[src/core/sssc_pkg.sv]
package sssc_pkg;

    // ----------------------------------------
    // Register map
    // ----------------------------------------
    localparam logic [7:0] SSSC_CTRL_OFS   = 8'h00;
    localparam logic [7:0] SSSC_STATUS_OFS = 8'h04;

    // ----------------------------------------
    // Control register fields
    // ----------------------------------------
    localparam int          SSSC_LP_LSB    = 0;
    localparam int          SSSC_LP_W      = 6;
    localparam int          SSSC_SPEED_BIT = 8;
    localparam int          SSSC_ROLE_LSB  = 12;
    localparam int          SSSC_ROLE_W    = 4;
    localparam int          SSSC_BAUD_BIT  = 16;
    localparam logic [5:0]  SSSC_LP_RST    = 6'h00;
    localparam logic        SSSC_SPEED_RST = 1'b0;
    localparam logic [3:0]  SSSC_ROLE_RST  = 4'h0;
    localparam logic [3:0]  SSSC_ROLE_MPSL = 4'h3;

    // ----------------------------------------
    // Timing
    // ----------------------------------------
    localparam int CLK_MHZ      = 250;
    localparam int WAKE_MS      = 20;
    localparam int WAKE_CYCLES  = WAKE_MS * 1000 * CLK_MHZ;
    localparam int LAT_MIN_US   = 6000;
    localparam int LAT_MAX_US   = 2500000;

    typedef struct packed {
        logic       dimLamps;
        logic       radioAsleep;
        logic       highSpeed;
        logic       ctsOut;
    } sssc_pwr_t;

endpackage

[src/core/sssc_core.sv]
module sssc_core
    import sssc_pkg::*;
#(
    parameter int WAKE_CNT = WAKE_CYCLES
)
(
    // Clock and reset
    input  wire logic        sys_clk,
    input  wire logic        rst_b,
    input  wire logic        clkEn,
    // Wishbone slave
    input  wire logic        wb_cyc_i,
    input  wire logic        wb_stb_i,
    input  wire logic        wb_we_i,
    input  wire logic [7:0]  wb_adr_i,
    input  wire logic [31:0] wb_dat_i,
    input  wire logic [3:0]  wb_sel_i,
    output logic      [31:0] wb_dat_o,
    output logic             wb_ack_o,
    // Link status
    input  wire logic        slotTick,
    input  wire logic        linkUp,
    input  wire logic        txToMaster,
    // Serial port
    input  wire logic        rtsPin,
    output logic             ctsPin,
    // Power controls
    output logic             lampDim,
    output logic             radioSleep,
    output logic             cpuHighSpeed
);

    // ----------------------------------------
    // Register file
    // ----------------------------------------
    logic [5:0]  lpSetting_reg;
    logic        speedSel_reg;
    logic [3:0]  role_reg;
    logic        baud230_reg;
    logic        wbAccess;
    sssc_pwr_t   pwr;
    logic [31:0] ctrlWord;
    logic [31:0] statusWord;

    assign wbAccess = wb_cyc_i && wb_stb_i && !wb_ack_o;

    always_comb
    begin
        ctrlWord = 32'h0000_0000;
        ctrlWord[SSSC_LP_LSB +: SSSC_LP_W] = lpSetting_reg;
        ctrlWord[SSSC_SPEED_BIT] = speedSel_reg;
        ctrlWord[SSSC_ROLE_LSB +: SSSC_ROLE_W] = role_reg;
        ctrlWord[SSSC_BAUD_BIT] = baud230_reg;
    end

    always_ff @(posedge sys_clk)
    begin
        if (!rst_b)
        begin
            lpSetting_reg <= SSSC_LP_RST;
            speedSel_reg  <= SSSC_SPEED_RST;
            role_reg      <= SSSC_ROLE_RST;
            baud230_reg   <= 1'b0;
        end
        else if (clkEn && wbAccess && wb_we_i && wb_adr_i == SSSC_CTRL_OFS)
        begin
            if (wb_sel_i[0])
                lpSetting_reg <= wb_dat_i[SSSC_LP_LSB +: SSSC_LP_W];
            if (wb_sel_i[1])
            begin
                speedSel_reg <= wb_dat_i[SSSC_SPEED_BIT];
                role_reg     <= wb_dat_i[SSSC_ROLE_LSB +: SSSC_ROLE_W];
            end
            if (wb_sel_i[2])
                baud230_reg <= wb_dat_i[SSSC_BAUD_BIT];
        end
    end

    always_ff @(posedge sys_clk)
    begin
        if (!rst_b)
        begin
            wb_ack_o <= 1'b0;
            wb_dat_o <= 32'h0000_0000;
        end
        else if (clkEn)
        begin
            wb_ack_o <= wbAccess;
            if (wbAccess && !wb_we_i)
            begin
                case (wb_adr_i)
                    SSSC_CTRL_OFS:   wb_dat_o <= ctrlWord;
                    SSSC_STATUS_OFS: wb_dat_o <= statusWord;
                    default:         wb_dat_o <= 32'h0000_0000;
                endcase
            end
        end
    end

    // ----------------------------------------
    // RTS synchroniser
    // ----------------------------------------
    logic [2:0] rtsSync_reg;
    logic       rtsLevel_reg;

    always_ff @(posedge sys_clk)
    begin
        if (!rst_b)
        begin
            rtsSync_reg  <= 3'h0;
            rtsLevel_reg <= 1'b0;
        end
        else if (clkEn)
        begin
            rtsSync_reg <= {rtsSync_reg[1:0], rtsPin};
            // First stage is never looked at; only agreed stages count
            if (rtsSync_reg[1] == rtsSync_reg[2])
                rtsLevel_reg <= rtsSync_reg[2];
        end
    end

    // ----------------------------------------
    // Wake state machine
    // ----------------------------------------
    typedef enum logic [2:0] {
        SSSC_ST_SAVE  = 3'b001,
        SSSC_ST_WAKE  = 3'b010,
        SSSC_ST_AWAKE = 3'b100
    } sssc_wake_t;

    sssc_wake_t  wake_reg;
    logic [31:0] wakeCnt_reg;
    logic        saving;

    // Saving only for a linked multipoint slave with a nonzero setting
    assign saving = (role_reg == SSSC_ROLE_MPSL) && linkUp
                  && (lpSetting_reg != SSSC_LP_RST);

    always_ff @(posedge sys_clk)
    begin
        if (!rst_b)
        begin
            wake_reg    <= SSSC_ST_SAVE;
            wakeCnt_reg <= 32'h0000_0000;
        end
        else if (clkEn)
        begin
            case (wake_reg)
                SSSC_ST_SAVE:
                begin
                    wakeCnt_reg <= 32'h0000_0000;
                    if (rtsLevel_reg)
                        wake_reg <= saving ? SSSC_ST_WAKE : SSSC_ST_AWAKE;
                end
                SSSC_ST_WAKE:
                begin
                    // Radio is powered now; CTS waits for the wake interval
                    wakeCnt_reg <= wakeCnt_reg + 32'h0000_0001;
                    if (!rtsLevel_reg)
                        wake_reg <= SSSC_ST_SAVE;
                    else if (wakeCnt_reg >= 32'(WAKE_CNT - 1))
                        wake_reg <= SSSC_ST_AWAKE;
                end
                SSSC_ST_AWAKE:
                begin
                    if (!rtsLevel_reg)
                        wake_reg <= SSSC_ST_SAVE;
                end
                default:
                    wake_reg <= SSSC_ST_SAVE;
            endcase
        end
    end

    // ----------------------------------------
    // Slot counter
    // ----------------------------------------
    logic [5:0] slotCnt_reg;

    always_ff @(posedge sys_clk)
    begin
        if (!rst_b)
            slotCnt_reg <= 6'h00;
        else if (clkEn && slotTick)
        begin
            if (slotCnt_reg + 6'h01 >= lpSetting_reg)
                slotCnt_reg <= 6'h00;
            else
                slotCnt_reg <= slotCnt_reg + 6'h01;
        end
    end

    // ----------------------------------------
    // Power outputs
    // ----------------------------------------
    logic rtsHold;

    assign rtsHold = (wake_reg != SSSC_ST_SAVE);

    always_comb
    begin
        pwr.dimLamps    = saving && !rtsHold;
        // Slot zero stays awake; settings 0 and 1 never sleep
        pwr.radioAsleep = saving && !rtsHold && !txToMaster
                        && (lpSetting_reg > 6'h01)
                        && (slotCnt_reg != 6'h00);
        // 230 Kbaud overrides a low speed request
        pwr.highSpeed   = speedSel_reg || baud230_reg;
        pwr.ctsOut      = (wake_reg == SSSC_ST_AWAKE);
    end

    // Link latency from sleeping is bounded by slot period, not by logic here
    assign statusWord = {26'h0, pwr, rtsLevel_reg, saving};

    always_ff @(posedge sys_clk)
    begin
        if (!rst_b)
        begin
            lampDim      <= 1'b0;
            radioSleep   <= 1'b0;
            cpuHighSpeed <= 1'b0;
            ctsPin       <= 1'b0;
        end
        else if (clkEn)
        begin
            lampDim      <= pwr.dimLamps;
            radioSleep   <= pwr.radioAsleep;
            cpuHighSpeed <= pwr.highSpeed;
            ctsPin       <= pwr.ctsOut;
        end
    end

endmodule

[config.mk]
export PLATFORM = sky130hd
export DESIGN_NAME = sssc_core
export DESIGN_NICKNAME = d
export VERILOG_FILES = /design/src/core/sssc_pkg.sv /design/src/core/sssc_core.sv
export SDC_FILE = /design/constraint.sdc
export NUM_CORES = 1
export LEC_CHECK = 0
export ABC_AREA = 0
export ABC_CLOCK_PERIOD_IN_PS = 4800
export BUFFER_PORTS_ARGS = -buffer_cell sky130_fd_sc_hd__buf_4
export CAP_MARGIN = 20
export CORE_ASPECT_RATIO = 0.5
export CORE_MARGIN = 2
export CORE_UTILIZATION = 30
export DETAILED_ROUTE_END_ITERATION = 8
export HOLD_SLACK_MARGIN = 0.08
export PLACE_DENSITY = 0.54
export SKIP_CTS_REPAIR_TIMING = 1
export SLEW_MARGIN = 20
export SYNTH_ARGS = -nofsm -noshare
export SYNTH_HDL_FRONTEND = slang
export SYNTH_SLANG_ARGS = --single-unit
[constraint.sdc]
create_clock -name sys_clk -period 4.8 [get_ports sys_clk]
set_clock_uncertainty 0.05 [all_clocks]
set_input_delay 0.72 -clock sys_clk [delete_from_list [all_inputs] [get_ports sys_clk]]
set_output_delay 0.72 -clock sys_clk [all_outputs]
set_load 0.02 [all_outputs]
* After elaboration in Yosys (flattened, before gate mapping)
Index checks and enable logic that the tools add are counted.
** Cells by class
- Reductions and logical operators :: 29
- Equality and inequality tests :: 10
- Muxes and demuxes :: 9
- $lt $le $gt $ge :: 3
- $add $sub $neg :: 2
** Operators with widths (count)
- case mux 32 bit (2 select lines) :: 1
- case mux 17 bit (2 select lines) :: 1
- adder 32 x 1 -> 32 bit (second input constant) :: 1
- greater-or-equal comparator 32 x 23 -> 1 bit (second input constant) :: 1
- two-way mux 3 bit :: 5
- logical AND 1 bit :: 13
- AND reduction 2 bit :: 6
- nonzero test 6 bit :: 2
- case mux 3 bit (3 select lines) :: 1
- == test 8 x 3 -> 1 bit (second input constant) :: 1
- zero test 8 bit :: 1
- adder 6 x 1 -> 6 bit (second input constant) :: 1
- greater-or-equal comparator 6 bit :: 1
- greater-than comparator 6 x 1 -> 1 bit (second input constant) :: 1
- two-way mux 6 bit :: 1
- == test 4 x 2 -> 1 bit (second input constant) :: 1
- zero test 1 bit :: 4
- != test 2 bit (second input constant) :: 2
- AND reduction 4 bit :: 1
- == test 3 x 1 -> 1 bit (second input constant) :: 1
- == test 3 x 2 -> 1 bit (second input constant) :: 1
- == test 3 bit (second input constant) :: 1
- != test 3 x 1 -> 1 bit (second input constant) :: 1
- != test 3 bit (second input constant) :: 1
- 3 further kinds :: 3
** Storage, ports and cells
- Input port bits :: 54
- Register bits :: 94

* Logic depth before layout (Yosys ltp)
Gate-level depths: netlist of run 1.
- Depth in word-level cells :: 8
- Gate-level depth with buffers :: 9
- Depth with buffers taken out :: 8

* Least setup slack after synthesis of run 1
No wires, ideal clock.
- Kind :: input port to flip-flop
- Start :: input port clkEn
- End :: register wakeCnt_reg[23]
- Cell stages on the path :: 7
- Setup slack :: 2.294 ns
- Arrival time :: 2.386 ns
- Path buffers :: 2
- Path through :: buf_2 > nand2b_1 > or3_1 > or3_1 > buf_2 > or4_1 > a21oi_1
** Between the ends
- Cells in the longest elaborated chain, start to end :: 1
** Ends and longest elaborated chain
- from (decl) :: RTL line sssc_core.sv:10 : input wire logic clkEn,
- AND reduction 2 bit (no line)
- to (signal assigned) :: RTL line sssc_core.sv:158 : wakeCnt_reg <= wakeCnt_reg + 32'h0000_0001;
- to (decl) :: RTL line sssc_core.sv:132 : logic [31:0] wakeCnt_reg;
Every way passes these cells.
A chain may end at the register's enable or synchronous reset.

* Worst setup path after layout of run 1
- Start :: input port wb_adr_i[5]
- End :: register lpSetting_reg[1]
** Between the ends
- Cells in the longest elaborated chain, start to end :: 3
** Ends and longest elaborated chain
- from (decl) :: RTL line sssc_core.sv:15 : input wire logic [7:0] wb_adr_i,
- zero test 8 bit :: RTL line sssc_core.sv:65 : else if (clkEn && wbAccess && wb_we_i && wb_adr_i == SSSC_CTRL_OFS)
- logical AND 1 bit :: RTL line sssc_core.sv:65
- AND reduction 2 bit (no line)
- to (signal assigned) :: RTL line sssc_core.sv:68 : lpSetting_reg <= wb_dat_i[SSSC_LP_LSB +: SSSC_LP_W];
- to (decl) :: RTL line sssc_core.sv:36 : logic [5:0] lpSetting_reg;
Every way passes these cells.

==> impl_metrics.csv, run 1 <==
group,metric,value,unit
sta,max_freq,0.360,GHz
clocking,path_clk_slew,60,ps
sta,relSlewSlack,0.411,
setup_path,critPathKind,"input port to flip-flop",
synthesis,yosys_warnings,0,
layout,finish.utilization,0.366,
drt,drt-initial-drc-count,142,
layout,nFillCells,1309,
layout,nets,553,
synthesis,synth_edf_count,0,
layout,drive_gt1_frac,0.158,
sta,worst_slew_pin_slew,876,ps
sta,finalSetupViolations,0,
die,die_w,164,µm
sta,fin_crit_sh,0.579,
global_routing,grt_use_total,0.134,
placement,routabilityCongestion,0.720,
sta,finalCriticalPeriod,2780,ps
setup_path,critPathMaxStageDelay,780,ps
setup_path,cp.buffers_inverters,1,
die,core_area,0.0126,mm²
synthesis,synth-main-ff-cell,"dfxtp_1",
layout,diodes,0,
synthesis,synth_area,0.00385,mm²
drt,post_drt_wl_per_cell,13.1,µm
die,start_util,0.306,
run,cap_violations,0,
clocking,cts_tree,"built",
drt,drt-total-wl,8740,µm
power,p_leak,1.71,nW
sta,hold_violations,0,
sta,drv_slew,0,
global_routing,grt_antenna_before_repair,0,
clocking,clock-sinks,74,
layout,layout_commonest_cell,"dfxtp_1",
synthesis,seq_area_frac_synth,0.385,
synthesis,syn_avg_cell_area,8.57,µm²
layout,final_cell_mix,"dfxtp_1 (74), buf_4 (50), nor2_1 (34)",
min_path,hp-class,"flip-flop to flip-flop",
drt,firstDrtPassIters,4,
power,finalPower,1.42,mW
setup_path,crit_chain,"buf_4, or4_1, nor4_1, nand2_1, mux2i_1, nor2b_1",
synthesis,syn_inst,449,
placement,detailed_place_hpwl,6190,µm
layout,area_growth,19.7,%
sta,tns,0,ps
synthesis,yosysUniqueCellTypes,53,
die,dieArea,0.0138,mm²
global_routing,first_global_vias,2941,
synthesis,ys_seq_elements,74,
placement,dp_slack,1610,ps
clocking,numCtsBuffers,9,
setup_path,end_kind,"flip-flop",
clocking,htree_levels,3,
drt,ant_nets,0,
setup_path,crit_arrival,2960,ps
global_routing,grt_max_degree,50,
global_routing,grt_pass1_wl,14700,µm
die,io_pins,91,
synthesis,synth-async-reset-ratio,0,
die,row_count,29,
clocking,worstSkewPairLatency,340,ps
setup_path,worstPathRequired,4980,ps
global_routing,overflow,0,
placement,port_buffers,49,
drt,drt-vias-per-instance,4.82,
sta,setup_ws,2020,ps
die,fp.dieH,84.1,µm
drt,vias,3206,
power,power_density,308,mW/mm²
clocking,clock_path_buffers,2,
power,vdd_drop_max,181,µV
setup_path,cpMaxStageDelayCell,"nor4_1",
setup_path,crit_family,"simple AND/OR/NAND/NOR gates",
sta,rsz0062_at_grt,"no",
clocking,cts_root_buf,"clkbuf_16",
setup_path,cp_max_fo,6,
sta,hold_ws,413,ps
layout,largest_reg_flops,32,
run_status,run_status,"completed",
setup_path,startpoint_type,"input port",
drt,drc,0,
==> cell usage after synthesis (2+ instances only) <==
| cell | number | area (µm²) |
|---|---|---|
| dfxtp_1 | 74 | 1480 |
| nor2_1 | 34 | 128 |
| nand2_1 | 33 | 124 |
| nor2b_1 | 26 | 163 |
| buf_4 | 21 | 158 |
| mux2i_1 | 18 | 180 |
| a21oi_1 | 17 | 85.1 |
| o21ai_0 | 17 | 85.1 |
| inv_1 | 15 | 56.3 |
| nand3_1 | 15 | 75.1 |
| a22oi_1 | 13 | 97.6 |
| clkbuf_1 | 13 | 48.8 |
| or3_1 | 13 | 81.3 |
| xor2_1 | 12 | 105 |
| nor3_1 | 11 | 55.1 |
| or4_1 | 10 | 75.1 |
| xnor2_1 | 10 | 87.6 |
| a21boi_0 | 9 | 67.6 |
| ha_1 | 9 | 113 |
| nand4_1 | 9 | 56.3 |
| nor4_1 | 8 | 50.1 |
| nand2b_1 | 6 | 37.5 |
| o31ai_1 | 5 | 37.5 |
| a32o_1 | 4 | 40.0 |
| and2_1 | 4 | 25.0 |
| buf_2 | 4 | 20.0 |
| or2_2 | 4 | 25.0 |
| and3_1 | 3 | 18.8 |
| o22ai_1 | 3 | 18.8 |
| a2111oi_0 | 2 | 17.5 |
| a21o_1 | 2 | 15.0 |
| and4_1 | 2 | 17.5 |
| nor4bb_1 | 2 | 20.0 |
| o21a_1 | 2 | 15.0 |
==> path summary, 6_finish.rpt <==
path / depth (start not counted) / slack (ps) / end / startpoint
worst max-delay path: 6 / 2020 / lpSetting_reg[1] / wb_adr_i[5]
worst min-delay path: 2 / 410 / wb_dat_o[1] / wb_dat_o[1]
worst max register to register: 5 / 2390 / wakeCnt_reg[26] / wake_reg[1]
worst min register to register: 2 / 410 / wb_dat_o[1] / wb_dat_o[1]
==> through the flow <==
step / std cells / area, µm²
floorplan: 468 / 3920
detailed placement: 649 / 4280
global route: 665 / 4610
finish: 665 / 4610
CTS: 665 / 4610
global placement: 649 / 4280
==> area by class of cell <==
cell class | instances | area (µm²) | share of cell area
Multi-Input combinational cell | 340 | 2150 | 0.468
Tap cell | 170 | 213 | 0.0462
Sequential cell | 74 | 1480 | 0.322
Clock inverter | 7 | 101 | 0.0220
Inverter | 15 | 56.3 | 0.0122
Clock buffer | 9 | 225 | 0.0489
Timing Repair Buffer | 50 | 375 | 0.0815
==> worst register-to-register path: cells and delay by family, from the launching register on <==
kind,cells,cell delay (ps)
flip-flops,1,570
AO/OA/AOI/OAI,1,150
AND/OR/NAND/NOR,3,1300
XOR/XNOR,1,260
==> power by group <==
| group | total, mW | switching (mW) | internal, mW |
|---|---|---|---|
| combinational | 0.0653 | 0.0378 | 0.0275 |
| clock | 0.735 | 0.276 | 0.459 |
| sequential | 0.617 | 0.000999 | 0.616 |
==> cells by family after synthesis <==
| group | synth area share |
|---|---|
| fa+ha+maj | 0.0293 |
| buf+inv | 0.0745 |
| mux | 0.0468 |
| flops | 0.385 |
| xor+xnor | 0.0501 |
| other cells | 0.000975 |
| compound gates | 0.146 |
| simple gates | 0.268 |
==> routing by layer <==
layer	share of wire	vias to the layer above	wire length (µm)	GRT usage
li1	-	1650	-	-
met1	0.51	1471	4500	0.181
met2	0.42	74	3710	0.200
met3	0.047	11	411	0.0427
met4	0.013	0	116	0.0431
met5	0	-	0	0
Note: power is estimated with default switching activity, not from simulation.
==> run 2, diff against run 1 <==
--- a/config.mk
+++ b/config.mk
@@ -6,7 +6,7 @@
 export NUM_CORES = 1
 export LEC_CHECK = 0
 export ABC_AREA = 0
-export ABC_CLOCK_PERIOD_IN_PS = 4800
+export ABC_CLOCK_PERIOD_IN_PS = 2820
 export BUFFER_PORTS_ARGS = -buffer_cell sky130_fd_sc_hd__buf_4
 export CAP_MARGIN = 20
 export CORE_ASPECT_RATIO = 0.5
==> constraint.sdc (replaced) <==
create_clock -name sys_clk -period 2.82 [get_ports sys_clk]
set_clock_uncertainty 0.05 [all_clocks]
set_input_delay 0.423 -clock sys_clk [delete_from_list [all_inputs] [get_ports sys_clk]]
set_output_delay 0.423 -clock sys_clk [all_outputs]
set_load 0.02 [all_outputs]
==> run 2 against run 1 <==
  * Register-to-register slack got worse by 2000 ps
  * Highest routed layer unchanged
  * Via count rose by 0.31%
  * Routed wire length fell by 0.34%
  * Sequential share of layout area fell by 0.47 points
  * Largest power group unchanged
  * Global-route usage rose by 0.19 points
  * Sequential power rose by 70%
  * Non-clock buffer count rose by 7
  * Core utilization rose by 0.55 points
  * Critical path depth fell by 1
==> impl_metrics.csv, run 2 (synthesis gave the netlist of run 1 again) <==
group,metric,value,unit
run_status,run_status,"completed",
setup_path,cpMaxStageDelayCell,"dfxtp_1",
min_path,hp-class,"input port to flip-flop",
setup_path,cp.buffers_inverters,0,
sta,finalCriticalPeriod,2420,ps
clocking,cts_root_buf,"clkbuf_16",
setup_path,crit_family,"simple AND/OR/NAND/NOR gates",
global_routing,overflow,0,
sta,worst_slew_pin_slew,588,ps
setup_path,cp_max_fo,12,
clocking,clock-sinks,74,
power,p_leak,1.75,nW
die,die_w,164,µm
drt,drc,0,
setup_path,startpoint_type,"flip-flop",
layout,largest_reg_flops,32,
setup_path,end_kind,"flip-flop",
setup_path,critPathKind,"flip-flop to flip-flop",
placement,port_buffers,49,
placement,dpl.cell_count,656,
setup_path,crit_top_cell,"or3_1",
drt,drt-vias-per-instance,4.79,
layout,final_cells,672,
layout,nFillCells,1306,
die,fp.dieH,84.1,µm
clocking,worstSkewPairLatency,340,ps
global_routing,grt_use_total,0.135,
drt,drt-total-wl,8710,µm
drt,ant_nets,0,
run,cap_violations,0,
drt,drt-initial-drc-count,216,
power,power_density,530,mW/mm²
sta,rsz0062_at_grt,"no",
clocking,numCtsBuffers,9,
clocking,cts_tree,"built",
layout,nets,560,
power,vdd_drop_max,364,µV
clocking,clock_path_buffers,2,
drt,post_drt_wl_per_cell,13.0,µm
die,io_pins,91,
placement,routabilityCongestion,0.785,
setup_path,critPathMaxStageDelay,590,ps
setup_path,crit_arrival,2630,ps
placement,dp_slack,446,ps
die,row_count,29,
global_routing,first_global_vias,2963,
layout,final_area,0.00468,mm²
power,finalPower,2.48,mW
layout,area_growth,21.5,%
layout,layout_commonest_cell,"dfxtp_1",
global_routing,grt_pass1_wl,14900,µm
placement,placed_area,0.00433,mm²
setup_path,crit_chain,"xnor2_1, or3_1, or3_1, or4_1, a21oi_1",
setup_path,worstPathRequired,3040,ps
sta,max_freq,0.414,GHz
sta,drv_slew,0,
placement,detailed_place_hpwl,6240,µm
die,core_area,0.0126,mm²
layout,drive_gt1_frac,0.169,
layout,final_cell_mix,"dfxtp_1 (74), buf_4 (57), nor2_1 (34)",
sta,finalSetupViolations,0,
clocking,htree_levels,3,
clocking,path_clk_slew,60,ps
sta,tns,0,ps
layout,diodes,0,
die,start_util,0.306,
sta,setup_ws,404,ps
drt,vias,3216,
sta,hold_violations,0,
sta,fin_crit_sh,0.857,
drt,firstDrtPassIters,4,
global_routing,grt_max_degree,50,
die,dieArea,0.0138,mm²
sta,relSlewSlack,0.598,
global_routing,grt_antenna_before_repair,0,
run 2: changes by cell type in the layout (fill, tap and decap cells not counted), sizes merged:
| cell | before | now |
|---|---|---|
| inv | 17 | 15 |
| bufinv | 2 | 3 |
| buf | 50 | 57 |
| clkinvlp | 2 | 3 |
run 2: final cells by class:
type | count | area (µm²) | share of cell area
clock buffers | 9 | 225 | 0.0482
clock inverters | 7 | 118 | 0.0252
inverters | 15 | 56.3 | 0.0120
multi-input cells | 340 | 2150 | 0.461
flip-flops and latches | 74 | 1480 | 0.317
well taps | 170 | 213 | 0.0455
repair buffers | 57 | 428 | 0.0915
run 2: worst register-to-register path: cells and delay by family (launching register included):
family	cells	cell delay (ps)
simple gates	3	1390
flops	1	590
xor+xnor	1	170
compound gates	1	150
run 2: metrics by stage:
step           hold WS (ps)  utilization
6_report                285        0.371
3_5_place_dp            398        0.344
5_1_grt                 285        0.371
2_1_floorplan           393            -
3_3_place_gp            395        0.344
4_1_cts                 276        0.371
run 2: path summary, 6_finish.rpt:
| path | from | end | slack, ps | cells past startpoint |
|---|---|---|---|---|
| hold reg to reg | wb_dat_o[3] | wb_dat_o[3] | 400 | 2 |
| setup / recovery | wake_reg[1] | wakeCnt_reg[31] | 400 | 5 |
| setup reg to reg | wake_reg[1] | wakeCnt_reg[31] | 400 | 5 |
| hold / removal | wb_dat_i[13] | role_reg[1] | 280 | 3 |
run 2: routing by layer:
metal	part of all wire	global-route usage	vias up
met5	0	0	-
met4	0.0059	0.0311	0
met3	0.048	0.0517	4
met2	0.43	0.199	69
met1	0.52	0.186	1486
li1	-	-	1657
run 2: power by group:
group          switching, mW  internal, mW  total (mW)
Sequential           0.00169          1.05        1.05
Combinational         0.0647        0.0487       0.113
Clock                  0.451         0.862        1.31
==> run 3, diff against run 2 <==
--- a/config.mk
+++ b/config.mk
@@ -9,12 +9,14 @@
 export ABC_CLOCK_PERIOD_IN_PS = 2820
 export BUFFER_PORTS_ARGS = -buffer_cell sky130_fd_sc_hd__buf_4
 export CAP_MARGIN = 20
+export CELL_PAD_IN_SITES_DETAIL_PLACEMENT = 0
+export CELL_PAD_IN_SITES_GLOBAL_PLACEMENT = 1
 export CORE_ASPECT_RATIO = 0.5
 export CORE_MARGIN = 2
 export CORE_UTILIZATION = 30
 export DETAILED_ROUTE_END_ITERATION = 8
 export HOLD_SLACK_MARGIN = 0.08
-export PLACE_DENSITY = 0.54
+export PLACE_DENSITY = 0.67
 export SKIP_CTS_REPAIR_TIMING = 1
 export SLEW_MARGIN = 20
 export SYNTH_ARGS = -nofsm -noshare
==> run 3 against run 2 <==
  * Combinational power hardly changed
  * Clock power is 5% lower
  * First-iteration DRC count is 9.7% lower
  * Critical path depth stayed put
  * Cell count is 0.15% lower
  * Largest cell class unchanged
  * Largest power group unchanged
  * Highest routed layer unchanged
==> impl_metrics.csv, run 3 (synthesis gave the netlist of run 1 again) <==
group,metric,value,unit
layout,nets,559,
sta,worst_slew_pin_slew,616,ps
die,io_pins,91,
layout,drive_gt1_frac,0.168,
drt,drc,0,
sta,finalSetupViolations,0,
power,p_leak,1.74,nW
layout,final_area,0.00465,mm²
die,core_area,0.0126,mm²
sta,setup_ws,423,ps
die,die_w,164,µm
layout,area_growth,20.9,%
layout,nFillCells,1299,
clocking,cts_root_buf,"clkbuf_16",
min_path,hp-class,"input port to flip-flop",
clocking,clock-sinks,74,
layout,largest_reg_flops,32,
placement,detailed_place_hpwl,6370,µm
placement,port_buffers,49,
layout,diodes,0,
drt,firstDrtPassIters,6,
setup_path,worstPathRequired,3040,ps
clocking,path_clk_slew,60,ps
clocking,cts_tree,"built",
placement,dp_slack,404,ps
die,dieArea,0.0138,mm²
clocking,worstSkewPairLatency,340,ps
setup_path,cp_max_fo,10,
global_routing,grt_antenna_before_repair,0,
clocking,clock_path_buffers,2,
drt,drt-initial-drc-count,195,
layout,final_cell_mix,"dfxtp_1 (74), buf_4 (56), nor2_1 (34)",
global_routing,grt_pass1_wl,15000,µm
power,power_density,519,mW/mm²
clocking,numCtsBuffers,9,
sta,tns,0,ps
drt,ant_nets,0,
layout,layout_commonest_cell,"dfxtp_1",
setup_path,startpoint_type,"flip-flop",
global_routing,grt_use_total,0.135,
drt,drt-total-wl,8850,µm
placement,routabilityCongestion,0.732,
run,cap_violations,0,
die,fp.dieH,84.1,µm
sta,relSlewSlack,0.579,
layout,finish.utilization,0.369,
sta,hold_violations,0,
sta,max_freq,0.417,GHz
power,vdd_drop_max,293,µV
global_routing,first_global_vias,3016,
setup_path,end_kind,"flip-flop",
global_routing,grt_max_degree,50,
sta,drv_slew,0,
sta,rsz0062_at_grt,"no",
sta,finalCriticalPeriod,2400,ps
drt,vias,3160,
die,start_util,0.306,
clocking,htree_levels,3,
die,row_count,29,
drt,post_drt_wl_per_cell,13.2,µm
global_routing,overflow,0,
run_status,run_status,"completed",
sta,fin_crit_sh,0.850,
drt,drt-vias-per-instance,4.71,
setup_path,critPathKind,"flip-flop to flip-flop",
setup_path,crit_arrival,2610,ps
placement,placed_area,0.00433,mm²
==> run 3: cell types whose count changed in the layout (fill, tap and decap cells not counted) <==
| cell | change |
|---|---|
| clkinv_4 | +2 |
| buf_4 | -1 |
| clkinv_2 | -1 |
| inv_6 | +1 |
| clkinvlp_4 | -1 |
| bufinv_16 | -1 |
==> run 3: metrics by stage <==
stage	cells	total power, mW	hold slack, ps
final	671	2.41	283
after CTS	671	2.44	276
after global placement	655	1.19	391
after floorplan	468	1.16	393
after global routing	671	2.50	289
after detailed placement	655	1.19	406
==> run 3: layout make-up <==
class	instances	area, µm²	share of cell area
clock inverters	7	101	0.0218
flip-flops and latches	74	1480	0.318
multi-input cells	340	2150	0.463
clock buffers	9	225	0.0484
well taps	170	213	0.0457
inverters	15	56.3	0.0121
repair buffers	56	420	0.0904
==> run 3: path summary, 6_finish.rpt <==
kind / from / to / slack [ps] / depth (start not counted)
min: wb_dat_i[8] / speedSel_reg / 280 / 3
max: wake_reg[2] / wakeCnt_reg[25] / 420 / 5
max reg2reg: wake_reg[2] / wakeCnt_reg[25] / 420 / 5
min reg2reg: wb_dat_o[3] / wb_dat_o[3] / 410 / 2
==> run 3: report_power, final <==
| part | switching [mW] | total (mW) | internal, mW |
|---|---|---|---|
| Clock | 0.470 | 1.25 | 0.781 |
| Sequential | 0.00181 | 1.05 | 1.05 |
| Combinational | 0.0648 | 0.113 | 0.0478 |
| Total | 0.536 | 2.41 | 1.88 |
==> run 3: worst max-delay path, stage by stage (launching register included) <==
cell      delay (ps)
dfxtp_1          390
nand2b_1         300
or3_1            520
or3_1            480
or4_1            440
a21oi_1          140
==> run 3: routing by layer <==
layer	part of all wire	track usage
met5	0	0
met4	0.0077	0.0311
met2	0.46	0.215
met1	0.50	0.180
met3	0.040	0.0407
